## src/logic/pmc_pkg.sv

```systemverilog
// Constants, encodings and types of the power mode controller
package pmc_pkg;
  // Peripheral slots of the gate vectors
  localparam int NUM_PERIPH     = 12;
  localparam int PI_USB0        = 0;
  localparam int PI_USB1        = 1;
  localparam int PI_MIC         = 2;
  localparam int PI_SPI         = 3;
  localparam int PI_I2C         = 4;
  localparam int PI_USART       = 5;
  localparam int PI_WIN_WDOG    = 6;
  localparam int PI_RTC         = 7;
  localparam int PI_UTICK       = 8;
  localparam int PI_BROWNOUT    = 9;
  localparam int PI_ETHERNET    = 10;
  localparam int PI_OTHER       = 11;
  localparam int NUM_ANALOG_DEF = 4;
  localparam int NUM_IRQ_DEF    = 32;

  // Peripherals whose clock may stay on in deep-sleep
  localparam logic [NUM_PERIPH-1:0] DS_CLOCK_ALLOWED = (12'h001 << PI_USB0)
    | (12'h001 << PI_USB1) | (12'h001 << PI_MIC) | (12'h001 << PI_WIN_WDOG)
    | (12'h001 << PI_RTC) | (12'h001 << PI_UTICK) | (12'h001 << PI_BROWNOUT);

  // Mode selection codes; any other code means sleep
  localparam logic [1:0] MODE_SLEEP      = 2'h0;
  localparam logic [1:0] MODE_DEEP_SLEEP = 2'h1;
  localparam logic [1:0] MODE_DEEP_PD    = 2'h2;

  // Reset levels of clock enables and of gates
  localparam logic RST_ON  = 1'h1;
  localparam logic RST_OFF = 1'h0;

  typedef enum logic [2:0] {
    ST_ACTIVE,
    ST_SLEEP,
    ST_DEEP_SLEEP,
    ST_DEEP_PD,
    ST_BOOT
  } pmc_state_t;
endpackage

```

## src/logic/pmc_wake_if.sv

```systemverilog
// Wake source bundle between the controller and its wake detector
`timescale 1ns/1ps
interface pmc_wake_if #(
  parameter int NUM_ANALOG = 4
);
  logic                  irq_hit;
  logic                  pin_int;
  logic                  group_int;
  logic [11:0]           periph_wake;
  logic [11:0]           periph_keep;
  logic                  usart_wake;
  logic                  usart_wake_mode;
  logic                  spi_wake;
  logic                  spi_slave;
  logic                  i2c_wake;
  logic                  i2c_slave;
  logic [NUM_ANALOG-1:0] analog_wake;
  logic [NUM_ANALOG-1:0] analog_keep;
  logic                  rtc_alarm;
  logic                  reset_pin;
  logic                  sleep_wake;
  logic                  ds_wake;
  logic                  dpd_wake;

  modport src (output irq_hit, pin_int, group_int, periph_wake, periph_keep,
               usart_wake, usart_wake_mode, spi_wake, spi_slave, i2c_wake,
               i2c_slave, analog_wake, analog_keep, rtc_alarm, reset_pin,
               input sleep_wake, ds_wake, dpd_wake);
  modport det (input irq_hit, pin_int, group_int, periph_wake, periph_keep,
               usart_wake, usart_wake_mode, spi_wake, spi_slave, i2c_wake,
               i2c_slave, analog_wake, analog_keep, rtc_alarm, reset_pin,
               output sleep_wake, ds_wake, dpd_wake);
endinterface

```

## src/logic/pmc_sync.sv

```systemverilog
// Two-stage synchroniser for asynchronous wake and pin levels
`timescale 1ns/1ps
module pmc_sync #(
  parameter int WIDTH = 1
) (
  input  wire logic             clk,
  input  wire logic             reset,
  input  wire logic [WIDTH-1:0] d,
  output logic      [WIDTH-1:0] q
);
  typedef struct packed {
    logic [WIDTH-1:0] meta;
    logic [WIDTH-1:0] stable;
  } pmc_sync_t;

  pmc_sync_t st_ff;
  pmc_sync_t nxt_st;

  // First stage feeds only the second stage
  always_comb
  begin
    nxt_st.meta   = d;
    nxt_st.stable = st_ff.meta;
  end

  always_ff @(posedge clk)
  begin
    if (reset)
      st_ff <= '0;
    else
      st_ff <= nxt_st;
  end

  assign q = st_ff.stable;
endmodule

```

## src/logic/pmc_wake.sv

```systemverilog
// Wake condition detector for each reduced-power mode
`timescale 1ns/1ps
module pmc_wake (
  pmc_wake_if.det w
);
  // Sleep ends on any enabled pending interrupt
  // clocked peripheral interrupts
  assign w.sleep_wake = w.irq_hit;

  // Deep-sleep wakes from sources left running
  always_comb
  begin
    w.ds_wake = w.irq_hit | w.pin_int | w.group_int | w.rtc_alarm;
    w.ds_wake = w.ds_wake | (|(w.periph_wake & w.periph_keep));
    w.ds_wake = w.ds_wake | (w.usart_wake & w.usart_wake_mode);
    w.ds_wake = w.ds_wake | (w.spi_wake & w.spi_slave) | (w.i2c_wake & w.i2c_slave);
    w.ds_wake = w.ds_wake | (|(w.analog_wake & w.analog_keep));
  end

  assign w.dpd_wake = w.reset_pin | w.rtc_alarm;
endmodule

```

## src/logic/pmc_power_mode_controller.sv

```systemverilog
// Top of the power mode controller: mode sequencing and gate outputs
`timescale 1ns/1ps
module pmc_power_mode_controller
  import pmc_pkg::*;
#(
  parameter int NUM_ANALOG = NUM_ANALOG_DEF,
  parameter int NUM_IRQ    = NUM_IRQ_DEF
) (
  input  wire logic                  CLK,
  input  wire logic                  RESET,
  input  wire logic [1:0]            MODE_SELECT,
  input  wire logic                  WFI_REQ,
  input  wire logic [NUM_IRQ-1:0]    IRQ_PENDING,
  input  wire logic [NUM_IRQ-1:0]    IRQ_ENABLE,
  input  wire logic [NUM_PERIPH-1:0] PERIPH_CLK_ENABLE,
  input  wire logic [NUM_PERIPH-1:0] PERIPH_PWR_ENABLE,
  input  wire logic [NUM_PERIPH-1:0] PERIPH_DS_KEEP,
  input  wire logic [NUM_PERIPH-1:0] PERIPH_WAKE_REQ,
  input  wire logic                  PIN_INT_WAKE,
  input  wire logic                  PIN_INT_DS_KEEP,
  input  wire logic                  GROUP_INT_WAKE,
  input  wire logic                  GROUP_INT_DS_KEEP,
  input  wire logic                  USART_WAKE,
  input  wire logic                  USART_SYNC_SLAVE_MODE,
  input  wire logic                  USART_32K_CLOCK_MODE,
  input  wire logic                  SPI_WAKE,
  input  wire logic                  SPI_SLAVE_MODE,
  input  wire logic                  I2C_WAKE,
  input  wire logic                  I2C_SLAVE_MODE,
  input  wire logic [NUM_ANALOG-1:0] ANALOG_ENABLE,
  input  wire logic [NUM_ANALOG-1:0] ANALOG_DS_KEEP,
  input  wire logic [NUM_ANALOG-1:0] ANALOG_WAKE,
  input  wire logic                  FAST_OSC_ENABLE,
  input  wire logic                  FAST_OSC_DS_KEEP,
  input  wire logic                  PLL_ENABLE,
  input  wire logic                  WDOSC_ENABLE,
  input  wire logic                  WDOSC_DS_KEEP,
  input  wire logic                  RTC_OSC_ENABLE,
  input  wire logic                  FLASH_SLEEP_STANDBY,
  input  wire logic                  DMA_DS_ENABLE,
  input  wire logic                  EXTERNAL_RESET_PIN_LOW,
  input  wire logic                  RTC_ONE_SECOND_ALARM_FLAG,
  output logic                       CPU_CLK_EN,
  output logic                       MAIN_CLK_EN,
  output logic      [NUM_PERIPH-1:0] PERIPH_CLK_EN,
  output logic      [NUM_PERIPH-1:0] PERIPH_PWR_EN,
  output logic      [NUM_ANALOG-1:0] ANALOG_PWR_EN,
  output logic                       FAST_OSC_RUN,
  output logic                       PLL_RUN,
  output logic                       WDOSC_RUN,
  output logic                       RTC_OSC_RUN,
  output logic                       FLASH_STANDBY,
  output logic                       FLASH_PWR_EN,
  output logic                       DMA_CLK_EN,
  output logic                       RETAIN_STATE,
  output logic                       PIN_HOLD,
  output logic                       PIN_TRISTATE,
  output logic                       CORE_PWR_EN,
  output logic                       CHIP_RESET_REQ,
  output logic                       WAKE_EVENT,
  output logic      [2:0]            POWER_MODE
);
  // Width of the synchronised asynchronous group
  localparam int SYNC_W = NUM_PERIPH + NUM_ANALOG + 7;

  typedef struct packed {
    pmc_state_t            state;
    logic                  cpu_clk;
    logic                  main_clk;
    logic [NUM_PERIPH-1:0] periph_clk;
    logic [NUM_PERIPH-1:0] periph_pwr;
    logic [NUM_ANALOG-1:0] analog_pwr;
    logic                  fast_osc;
    logic                  pll;
    logic                  wdosc;
    logic                  rtc_osc;
    logic                  flash_standby;
    logic                  flash_pwr;
    logic                  dma_clk;
    logic                  retain;
    logic                  pin_hold;
    logic                  pin_hiz;
    logic                  core_pwr;
    logic                  reset_req;
    logic                  wake_event;
  } pmc_regs_t;

  pmc_regs_t             st_ff;
  pmc_regs_t             nxt_st;
  logic [SYNC_W-1:0]     async_in;
  logic [SYNC_W-1:0]     async_sync;
  logic [NUM_PERIPH-1:0] periph_wake_s;
  logic [NUM_ANALOG-1:0] analog_wake_s;
  logic                  pin_int_s;
  logic                  group_int_s;
  logic                  usart_wake_s;
  logic                  spi_wake_s;
  logic                  i2c_wake_s;
  logic                  reset_pin_s;
  logic                  alarm_s;
  logic [1:0]            target_mode;

  pmc_wake_if #(.NUM_ANALOG(NUM_ANALOG)) wake_bus ();

  // Pins and unclocked wake sources cross into the clock domain
  assign async_in = {PERIPH_WAKE_REQ, ANALOG_WAKE, PIN_INT_WAKE, GROUP_INT_WAKE,
                     USART_WAKE, SPI_WAKE, I2C_WAKE, EXTERNAL_RESET_PIN_LOW,
                     RTC_ONE_SECOND_ALARM_FLAG};

  pmc_sync #(.WIDTH(SYNC_W)) u_sync (
    .clk   (CLK),
    .reset (RESET),
    .d     (async_in),
    .q     (async_sync)
  );

  assign {periph_wake_s, analog_wake_s, pin_int_s, group_int_s, usart_wake_s,
          spi_wake_s, i2c_wake_s, reset_pin_s, alarm_s} = async_sync;

  // Wake sources presented to the detector
  assign wake_bus.irq_hit         = |(IRQ_PENDING & IRQ_ENABLE);
  assign wake_bus.pin_int         = pin_int_s & PIN_INT_DS_KEEP;
  assign wake_bus.group_int       = group_int_s & GROUP_INT_DS_KEEP;
  assign wake_bus.periph_wake     = periph_wake_s;
  assign wake_bus.periph_keep     = PERIPH_DS_KEEP & PERIPH_PWR_ENABLE;
  assign wake_bus.usart_wake      = usart_wake_s;
  assign wake_bus.usart_wake_mode = USART_SYNC_SLAVE_MODE | USART_32K_CLOCK_MODE;
  assign wake_bus.spi_wake        = spi_wake_s;
  assign wake_bus.spi_slave       = SPI_SLAVE_MODE;
  assign wake_bus.i2c_wake        = i2c_wake_s;
  assign wake_bus.i2c_slave       = I2C_SLAVE_MODE;
  assign wake_bus.analog_wake     = analog_wake_s;
  assign wake_bus.analog_keep     = ANALOG_DS_KEEP;
  assign wake_bus.rtc_alarm       = alarm_s & st_ff.rtc_osc;
  assign wake_bus.reset_pin       = reset_pin_s;

  pmc_wake u_wake (
    .w (wake_bus.det)
  );

  always_comb
  begin
    unique case (MODE_SELECT)
      MODE_DEEP_SLEEP: target_mode = MODE_DEEP_SLEEP;
      MODE_DEEP_PD:    target_mode = MODE_DEEP_PD;
      default:         target_mode = MODE_SLEEP;
    endcase
  end

  // Mode sequencing, then gate values for the mode being entered
  always_comb
  begin
    nxt_st            = st_ff;
    nxt_st.reset_req  = 1'h0;
    nxt_st.wake_event = 1'h0;

    if (reset_pin_s)
    begin
      nxt_st.state     = ST_BOOT;
      nxt_st.reset_req = 1'h1;
      nxt_st.wake_event = (st_ff.state == ST_DEEP_PD);
    end
    else
    begin
      unique case (st_ff.state)
        ST_ACTIVE:
        begin
          if (WFI_REQ)
          begin
            unique case (target_mode)
              MODE_DEEP_SLEEP: nxt_st.state = ST_DEEP_SLEEP;
              MODE_DEEP_PD:    nxt_st.state = ST_DEEP_PD;
              default:         nxt_st.state = ST_SLEEP;
            endcase
          end
        end
        ST_SLEEP:
        begin
          if (wake_bus.sleep_wake)
          begin
            nxt_st.state      = ST_ACTIVE;
            nxt_st.wake_event = 1'h1;
          end
        end
        ST_DEEP_SLEEP:
        begin
          if (wake_bus.ds_wake)
          begin
            nxt_st.state      = ST_ACTIVE;
            nxt_st.wake_event = 1'h1;
          end
        end
        ST_DEEP_PD:
        begin
          if (wake_bus.dpd_wake)
          begin
            nxt_st.state      = ST_BOOT;
            nxt_st.reset_req  = 1'h1;
            nxt_st.wake_event = 1'h1;
          end
        end
        ST_BOOT:
        begin
          nxt_st.state = ST_ACTIVE;
        end
      endcase
    end

    // Defaults shared by the running modes
    nxt_st.core_pwr      = 1'h1;
    nxt_st.pin_hiz       = 1'h0;
    nxt_st.flash_pwr     = 1'h1;
    nxt_st.flash_standby = 1'h0;
    nxt_st.rtc_osc       = RTC_OSC_ENABLE;

    unique case (nxt_st.state)
      ST_ACTIVE,
      ST_BOOT:
      begin
        nxt_st.cpu_clk    = 1'h1;
        nxt_st.main_clk   = 1'h1;
        nxt_st.periph_clk = PERIPH_CLK_ENABLE;
        nxt_st.periph_pwr = PERIPH_PWR_ENABLE;
        nxt_st.analog_pwr = ANALOG_ENABLE;
        nxt_st.fast_osc   = FAST_OSC_ENABLE;
        nxt_st.pll        = PLL_ENABLE;
        nxt_st.wdosc      = WDOSC_ENABLE;
        nxt_st.dma_clk    = 1'h1;
        nxt_st.retain     = 1'h1;
        nxt_st.pin_hold   = 1'h0;
      end
      ST_SLEEP:
      begin
        nxt_st.cpu_clk       = 1'h0;
        nxt_st.main_clk      = 1'h1;
        nxt_st.periph_clk    = PERIPH_CLK_ENABLE;
        nxt_st.periph_pwr    = PERIPH_PWR_ENABLE;
        nxt_st.analog_pwr    = ANALOG_ENABLE;
        nxt_st.fast_osc      = FAST_OSC_ENABLE;
        nxt_st.pll           = PLL_ENABLE;
        nxt_st.wdosc         = WDOSC_ENABLE;
        nxt_st.flash_standby = FLASH_SLEEP_STANDBY;
        nxt_st.dma_clk       = 1'h1;
        nxt_st.retain        = 1'h1;
        nxt_st.pin_hold      = 1'h1;
      end
      ST_DEEP_SLEEP:
      begin
        nxt_st.cpu_clk       = 1'h0;
        nxt_st.main_clk      = 1'h0;
        nxt_st.periph_clk    = PERIPH_CLK_ENABLE & PERIPH_DS_KEEP & DS_CLOCK_ALLOWED;
        nxt_st.periph_pwr    = PERIPH_PWR_ENABLE;
        nxt_st.analog_pwr    = ANALOG_DS_KEEP;
        nxt_st.fast_osc      = FAST_OSC_DS_KEEP;
        nxt_st.wdosc         = WDOSC_DS_KEEP;
        nxt_st.pll           = 1'h0;
        nxt_st.flash_standby = 1'h1;
        nxt_st.dma_clk       = DMA_DS_ENABLE;
        nxt_st.retain        = 1'h1;
        nxt_st.pin_hold      = 1'h1;
      end
      ST_DEEP_PD:
      begin
        nxt_st.cpu_clk    = 1'h0;
        nxt_st.main_clk   = 1'h0;
        nxt_st.periph_clk = '0;
        nxt_st.periph_pwr = '0;
        nxt_st.analog_pwr = '0;
        nxt_st.fast_osc   = 1'h0;
        nxt_st.pll        = 1'h0;
        nxt_st.wdosc      = 1'h0;
        nxt_st.dma_clk    = 1'h0;
        nxt_st.core_pwr   = 1'h0;
        nxt_st.flash_pwr  = 1'h0;
        nxt_st.retain     = 1'h0;
        nxt_st.pin_hold   = 1'h0;
        nxt_st.pin_hiz    = 1'h1;
      end
    endcase
  end

  // State register with constant reset values
  always_ff @(posedge CLK)
  begin
    if (RESET)
    begin
      st_ff               <= '0;
      st_ff.state         <= ST_ACTIVE;
      st_ff.cpu_clk       <= RST_ON;
      st_ff.main_clk      <= RST_ON;
      st_ff.fast_osc      <= RST_ON;
      st_ff.flash_pwr     <= RST_ON;
      st_ff.dma_clk       <= RST_ON;
      st_ff.retain        <= RST_ON;
      st_ff.core_pwr      <= RST_ON;
      st_ff.rtc_osc       <= RST_OFF;
      st_ff.pin_hiz       <= RST_OFF;
    end
    else
      st_ff <= nxt_st;
  end

  // Outputs come straight from the state register
  assign CPU_CLK_EN     = st_ff.cpu_clk;
  assign MAIN_CLK_EN    = st_ff.main_clk;
  assign PERIPH_CLK_EN  = st_ff.periph_clk;
  assign PERIPH_PWR_EN  = st_ff.periph_pwr;
  assign ANALOG_PWR_EN  = st_ff.analog_pwr;
  assign FAST_OSC_RUN   = st_ff.fast_osc;
  assign PLL_RUN        = st_ff.pll;
  assign WDOSC_RUN      = st_ff.wdosc;
  assign RTC_OSC_RUN    = st_ff.rtc_osc;
  assign FLASH_STANDBY  = st_ff.flash_standby;
  assign FLASH_PWR_EN   = st_ff.flash_pwr;
  assign DMA_CLK_EN     = st_ff.dma_clk;
  assign RETAIN_STATE   = st_ff.retain;
  assign PIN_HOLD       = st_ff.pin_hold;
  assign PIN_TRISTATE   = st_ff.pin_hiz;
  assign CORE_PWR_EN    = st_ff.core_pwr;
  assign CHIP_RESET_REQ = st_ff.reset_req;
  assign WAKE_EVENT     = st_ff.wake_event;
  assign POWER_MODE     = st_ff.state;
endmodule

```

## config.mk

```make
export PLATFORM = sky130hd
export DESIGN_NAME = pmc_power_mode_controller
export DESIGN_NICKNAME = d
export VERILOG_FILES = /design/src/logic/pmc_pkg.sv /design/src/logic/pmc_wake_if.sv /design/src/logic/pmc_sync.sv /design/src/logic/pmc_wake.sv /design/src/logic/pmc_power_mode_controller.sv
export SDC_FILE = /design/constraint.sdc
export NUM_CORES = 1
export LEC_CHECK = 0
export ABC_AREA = 1
export BUFFER_PORTS_ARGS = -buffer_cell sky130_fd_sc_hd__buf_4
export CAP_MARGIN = 20
export CORE_ASPECT_RATIO = 1.25
export CORE_MARGIN = 2
export CORE_UTILIZATION = 44
export DETAILED_ROUTE_END_ITERATION = 7
export GPL_TIMING_DRIVEN = 0
export PLACE_DENSITY = 0.8
export SLEW_MARGIN = 20
export SYNTH_ARGS = -nofsm -noshare
export SYNTH_HDL_FRONTEND = slang
export SYNTH_SLANG_ARGS = --single-unit
```

## constraint.sdc

```tcl
create_clock -name CLK -period 3.2 [get_ports CLK]
set_clock_uncertainty 0.2 [all_clocks]
set_input_delay 0.48 -clock CLK [delete_from_list [all_inputs] [get_ports CLK]]
set_output_delay 0.48 -clock CLK [all_outputs]
set_load 0.05 [all_outputs]
```

== Word level (Yosys, flattened, before mapping) ==
Index checks and enable logic that the tools add are counted.
Widths: inputs -> output; s select.

* Output and inout bits: 46
* Bits of input ports: 150
* Flip-flop bits (word level): 92
* Logic and storage cells: 79

* Bitwise logic cells: 21
* Reductions and logical operators: 6
* Multiplexer cells: 19
* Eq/ne operators: 12

{| class="wikitable"
|+ Operators with widths
! operator !! number
|-
| $pmux 33 s4 || 1
|-
| $and 32x32->32 || 1
|-
| $reduce_or 32->1 || 1
|-
| $and 12x12->12 || 2
|-
| $mux 3 || 5
|-
| $pmux 3 s5 || 1
|-
| $eq 3x2->1 const B || 4
|-
| $pmux 3 s4 || 1
|-
| $reduce_or 12->1 || 1
|-
| $and 10x10->10 || 1
|-
| $or 1x1->1 || 10
|-
| $pmux 2 s2 || 2
|-
| $and 1x1->1 || 6
|-
| $eq 3x1->1 const B || 2
|-
| $eq 3x3->1 const B || 2
|-
| $logic_not 3->1 || 2
|-
| $mux 2 || 3
|-
| $and 4x4->4 || 1
|-
| $eq 2x1->1 const B || 2
|-
| $eq 2x2->1 const B || 2
|-
| $mux 1 || 4
|-
| $reduce_or 4->1 || 1
|-
| $pmux 1 s3 || 1
|-
| $pmux 1 s2 || 1
|-
| $reduce_or 2->1 || 1
|}

== Depth between registers and ports, before layout ==
* Depth in word-level cells: 16
* Gate-level depth with buffers: 13
* Mapped depth without buffers: 13

== By module ==
A second synthesis with hierarchy kept.

* Cells, all modules: 451
* Area, all modules: 3394.5 um^2

{| class="wikitable"
|+ Modules (own cells, without submodules)
! module !! area each (um^2) !! cells an instance !! times used
|-
| pmc_power_mode_controller || 1905.6 || 266 || 1
|-
| pmc_sync || 1322.5 || 143 || 1
|-
| pmc_wake || 166.4 || 42 || 1
|}

== Worst setup path before layout ==
Ideal clock, no wire load.

* Path type: register to register
* Start: reg st_ff, in the netlist POWER_MODE[2]
* End: reg st_ff, in the netlist RETAIN_STATE
* Library setup time: 0.124 ns
* Required time: 2.876 ns
* Slack: 1.180 ns
* Arrival: 1.696 ns
* Cell stages (with the launch flop): 13
* Path through: dfxtp_1 -> inv_1 -> nand2_1 -> nor2_2 -> inv_2 -> a21oi_2 -> nor2_4 -> nand2_2 -> inv_2 -> nand3_4 -> nor2_8 -> buf_8 -> nand2_2

* Word-level cells in the longest chain between the ends: 6

{| class="wikitable"
|+ Ends and longest elaborated chain
! what !! line !! text
|-
| start: declaration || pmc_power_mode_controller.sv:88 || <nowiki>pmc_regs_t st_ff;</nowiki>
|-
| start signal: assignment || pmc_power_mode_controller.sv:300 || <nowiki>st_ff <= nxt_st;</nowiki>
|-
| $eq 3x3->1, or another cell as far along || pmc_power_mode_controller.sv:165 || <nowiki>unique case (st_ff.state)</nowiki>
|-
| $pmux 3 s5 * || pmc_power_mode_controller.sv:165 ||
|-
| $mux 3 * || pmc_power_mode_controller.sv:157 || <nowiki>if (reset_pin_s)</nowiki>
|-
| $eq 3x3->1 or $logic_not 3->1 (tied branches) || pmc_power_mode_controller.sv:216 || <nowiki>unique case (nxt_st.state)</nowiki>
|-
| $reduce_or 2->1 || pmc_power_mode_controller.sv:216 ||
|-
| $pmux 3 s4 * || pmc_power_mode_controller.sv:216 ||
|}

Every way passes the cells marked *; elsewhere a longest branch is shown, timed or not.
A chain may end at the register's enable or synchronous reset.

== Worst setup path after layout ==
* Start: reg st_ff, in the netlist POWER_MODE[0]
* End: reg st_ff, in the netlist CPU_CLK_EN

* Word-level cells in the longest chain between the ends: 6

{| class="wikitable"
|+ Ends and longest elaborated chain
! what !! line
|-
| $eq 3x3->1, or another cell as far along || pmc_power_mode_controller.sv:165
|-
| $pmux 3 s5 * || pmc_power_mode_controller.sv:165
|-
| $mux 3 * || pmc_power_mode_controller.sv:157
|-
| $eq 3x3->1 or $logic_not 3->1 (tied branches) || pmc_power_mode_controller.sv:216
|-
| $reduce_or 2->1 || pmc_power_mode_controller.sv:216
|-
| $pmux 33 s4 * || pmc_power_mode_controller.sv:216
|}

Marked as above.

==> metrics.txt <==
DRC 0; CTS Hold Bufs 0; Post-Synth Adder-Cell Area 0.00360; largest net degree at the start of global routing 15; Worst Path Max Fanout 10; Total Power 3020 uW; Flop pwr share 0.426; hpwl dp 8150 um; grt total ovfl 0; P_int slightly below 2000 uW; synth unique cells 27; Synth Area in Simple Gates 0.338; ANT nets after route 0; TritonCTS clock tree done; vias per cell roughly 4.4; gr usage total 0.226; Data arrival, critical path roughly 2.0 ns; Highest Clock Rate 513 MHz; core area about 0.0077 mm2; Boundary Pins 196; Die W 83.5 um; leading cell type in the layout, fill and taps excluded buf_4; TNS Setup 0 ns; final wirelength 9860 um; gpl congestion 1.01; wire per inst between 10 and 15 um; Synth Area in Compound Gates 0.0353; Resized cells post-CTS 0; Initial Util 0.449; Clk Latency, worst-skew pair approximately 0.36 ns; final worst path period need 1.95 ns; CP endpoint kind flop; number of global-route vias before repair 3318; LEAKAGE 0.00282 uW; Required @ worst endpoint 3.26 ns; critical path class flop to flop; initial antenna violation count 0; Fillers 664; Seq/Total Area, Yosys 0.524; #FFs+latches synth 91; RSZ-0062 raised after global routing false; TritonCTS buffer count 9; CTS max path bufs 2; Die Area 0.00863 mm2; Clk pin slew, worst setup/hold paths 0.08 ns; commonest cells after routing, fill and taps aside buf_4, nand2_1, dfxtp_1; Net Sw Frac 0.364; n_diodes 0; Max Cap Viol 0; final core occ 0.675; share of layout cells above drive strength 1 0.359; first-pass GRT wire length approximately 15000 um; drt pass-1 iters 4; clock sink count 91; Setup WS pre-CTS between 1 and 1.5 ns; Comb pwr share 0.346; htree depth 3; Max rail drop VDD ~0.00036 V; endpoints failing setup 0; Slew headroom 0.663; outcome finished, final reports clean; mux contribution to synthesized area 0; max-slew violations 0; actual slew at the worst max-slew pin roughly 0.5 ns; post-synthesis instance total between 400 and 500; Hold WC Path Type input port to flop; Switch Pwr 1100 uW; Clock Power Share 0.228; Port-buffer cells 195; Final nets 822; CP max-delay cell dfxtp_1; syn avg cell area ~7.5 um2; Syn. warnings 0; Post-Syn Area 0.00348 mm2; Die Ht 103 um; CP Launch Type flop; largest family of logic cells by synthesized area simple AND/OR/NAND/NOR gates; number of cell rows 36; CP peak stage delay 0.45 ns; Area Overhead vs Synth 50.5%; final hold viol count 0; via count around 3400; post-route setup slack 1.25 ns; final worst-path cycle share 0.609; cells along the critical path nand2_1 -> nor2_2 -> inv_2 -> a21oi_2 -> nor2_4 -> nand2_2 -> inv_2 -> nand3_2 -> buf_6 -> nor2_4 -> a21oi_1; Setup Fix Bufs, Post-CTS 0; Pwr per Cell Area 578 mW/mm2; initial drt markers 182; Synth Area in XOR/XNOR 0; syn nets 616; Root Driver clkbuf_8
power by group through the flow:
stage	sequential [uW]	combinational, uW	clock (uW)
2_1_floorplan	1610	369	0
3_3_place_gp	1310	1030	0
3_5_place_dp	1310	1050	0
4_1_cts	1290	1050	703
5_1_grt	1300	1120	754
6_report	1290	1050	689
critical path: cells and delay by family, from the launching register on:
family                 cells  cell delay (ns)
and+or+nand+nor            6             0.56
buffers and inverters      3             0.29
AOI/OAI and AO/OA          2             0.37
DFF                        1             0.45
logic make-up (layout without fill, tap and decap cells):
| family | count (synthesis) | in the layout |
|---|---|---|
| and+or+nand+nor | 267 | 267 |
| buffers and inverters | 85 | 296 |
| adders and majority gates | 1 | 1 |
| DFF | 91 | 91 |
| AOI/OAI and AO/OA | 21 | 21 |
final cells by class:
cell class,instances,area (um2),share of cell area
inverter,72,270,0.0517
multi-input combinational,289,1310,0.250
clock buffer,12,145,0.0278
clock inverter,4,26.3,0.00502
timing repair buffer,195,1460,0.280
buffer,13,75.1,0.0144
tap,95,119,0.0227
sequential,91,1820,0.348
registers in the layout, indices dropped and copies added (netlist names), 3 cells and up:
name and flops:
u_sync.nxt_st 23, u_sync.q 23, PERIPH_CLK_EN 12, PERIPH_PWR_EN 12, ANALOG_PWR_EN 4, POWER_MODE 3
Yosys cell counts:
cell type / n / area [um2]
nand3_1: 38 / 190
o211ai_1: 1 / 7.51
nand3_4: 1 / 17.5
nand2_1: 115 / 432
dfxtp_1: 91 / 1820
buf_4: 2 / 15.0
nor3_1: 2 / 10.0
nor2_4: 3 / 33.8
a21oi_1: 14 / 70.1
nor2_8: 1 / 20.0
nand4_1: 7 / 43.8
nand3_2: 1 / 10.0
nor2_2: 10 / 62.6
buf_8: 1 / 15.0
inv_1: 66 / 248
buf_6: 1 / 11.3
nand2_4: 1 / 11.3
clkbuf_1: 5 / 18.8
ha_1: 1 / 12.5
a21oi_2: 1 / 8.76
nand2_2: 5 / 31.3
inv_2: 6 / 22.5
o21ai_1: 1 / 5.00
o21ai_0: 3 / 15.0
a21oi_4: 1 / 16.3
buf_1: 4 / 15.0
nor2_1: 83 / 312
routing by layer:
metal  vias to the layer above  routed length, um  GRT usage
li1                       1816                  -          -
met1                      1474               4130      0.279
met2                       115               4940      0.396
met3                        19                548     0.0349
met4                         0                238     0.0980
met5                         -                  0          0
path summary, 6_finish.rpt:
check	startpoint	endpoint	slack [ns]	cells past startpoint
max	POWER_MODE[0]	CPU_CLK_EN	1.25	11
min	PERIPH_WAKE_REQ[11]	u_sync.nxt_st[22]	0.12	3
max reg2reg	POWER_MODE[0]	CPU_CLK_EN	1.25	11
min reg2reg	u_sync.nxt_st[3]	u_sync.q[3]	0.20	2
stage by stage:
step                hold slack [ns]  instance area, um2  instances
CTS                           0.108                5230        771
detailed placement            0.194                5060        755
global route                  0.113                5230        771
global placement              0.190                5060        755
floorplan                     0.188                3480        465
finish                        0.119                5230        771
(Power assumes the default switching activity.)
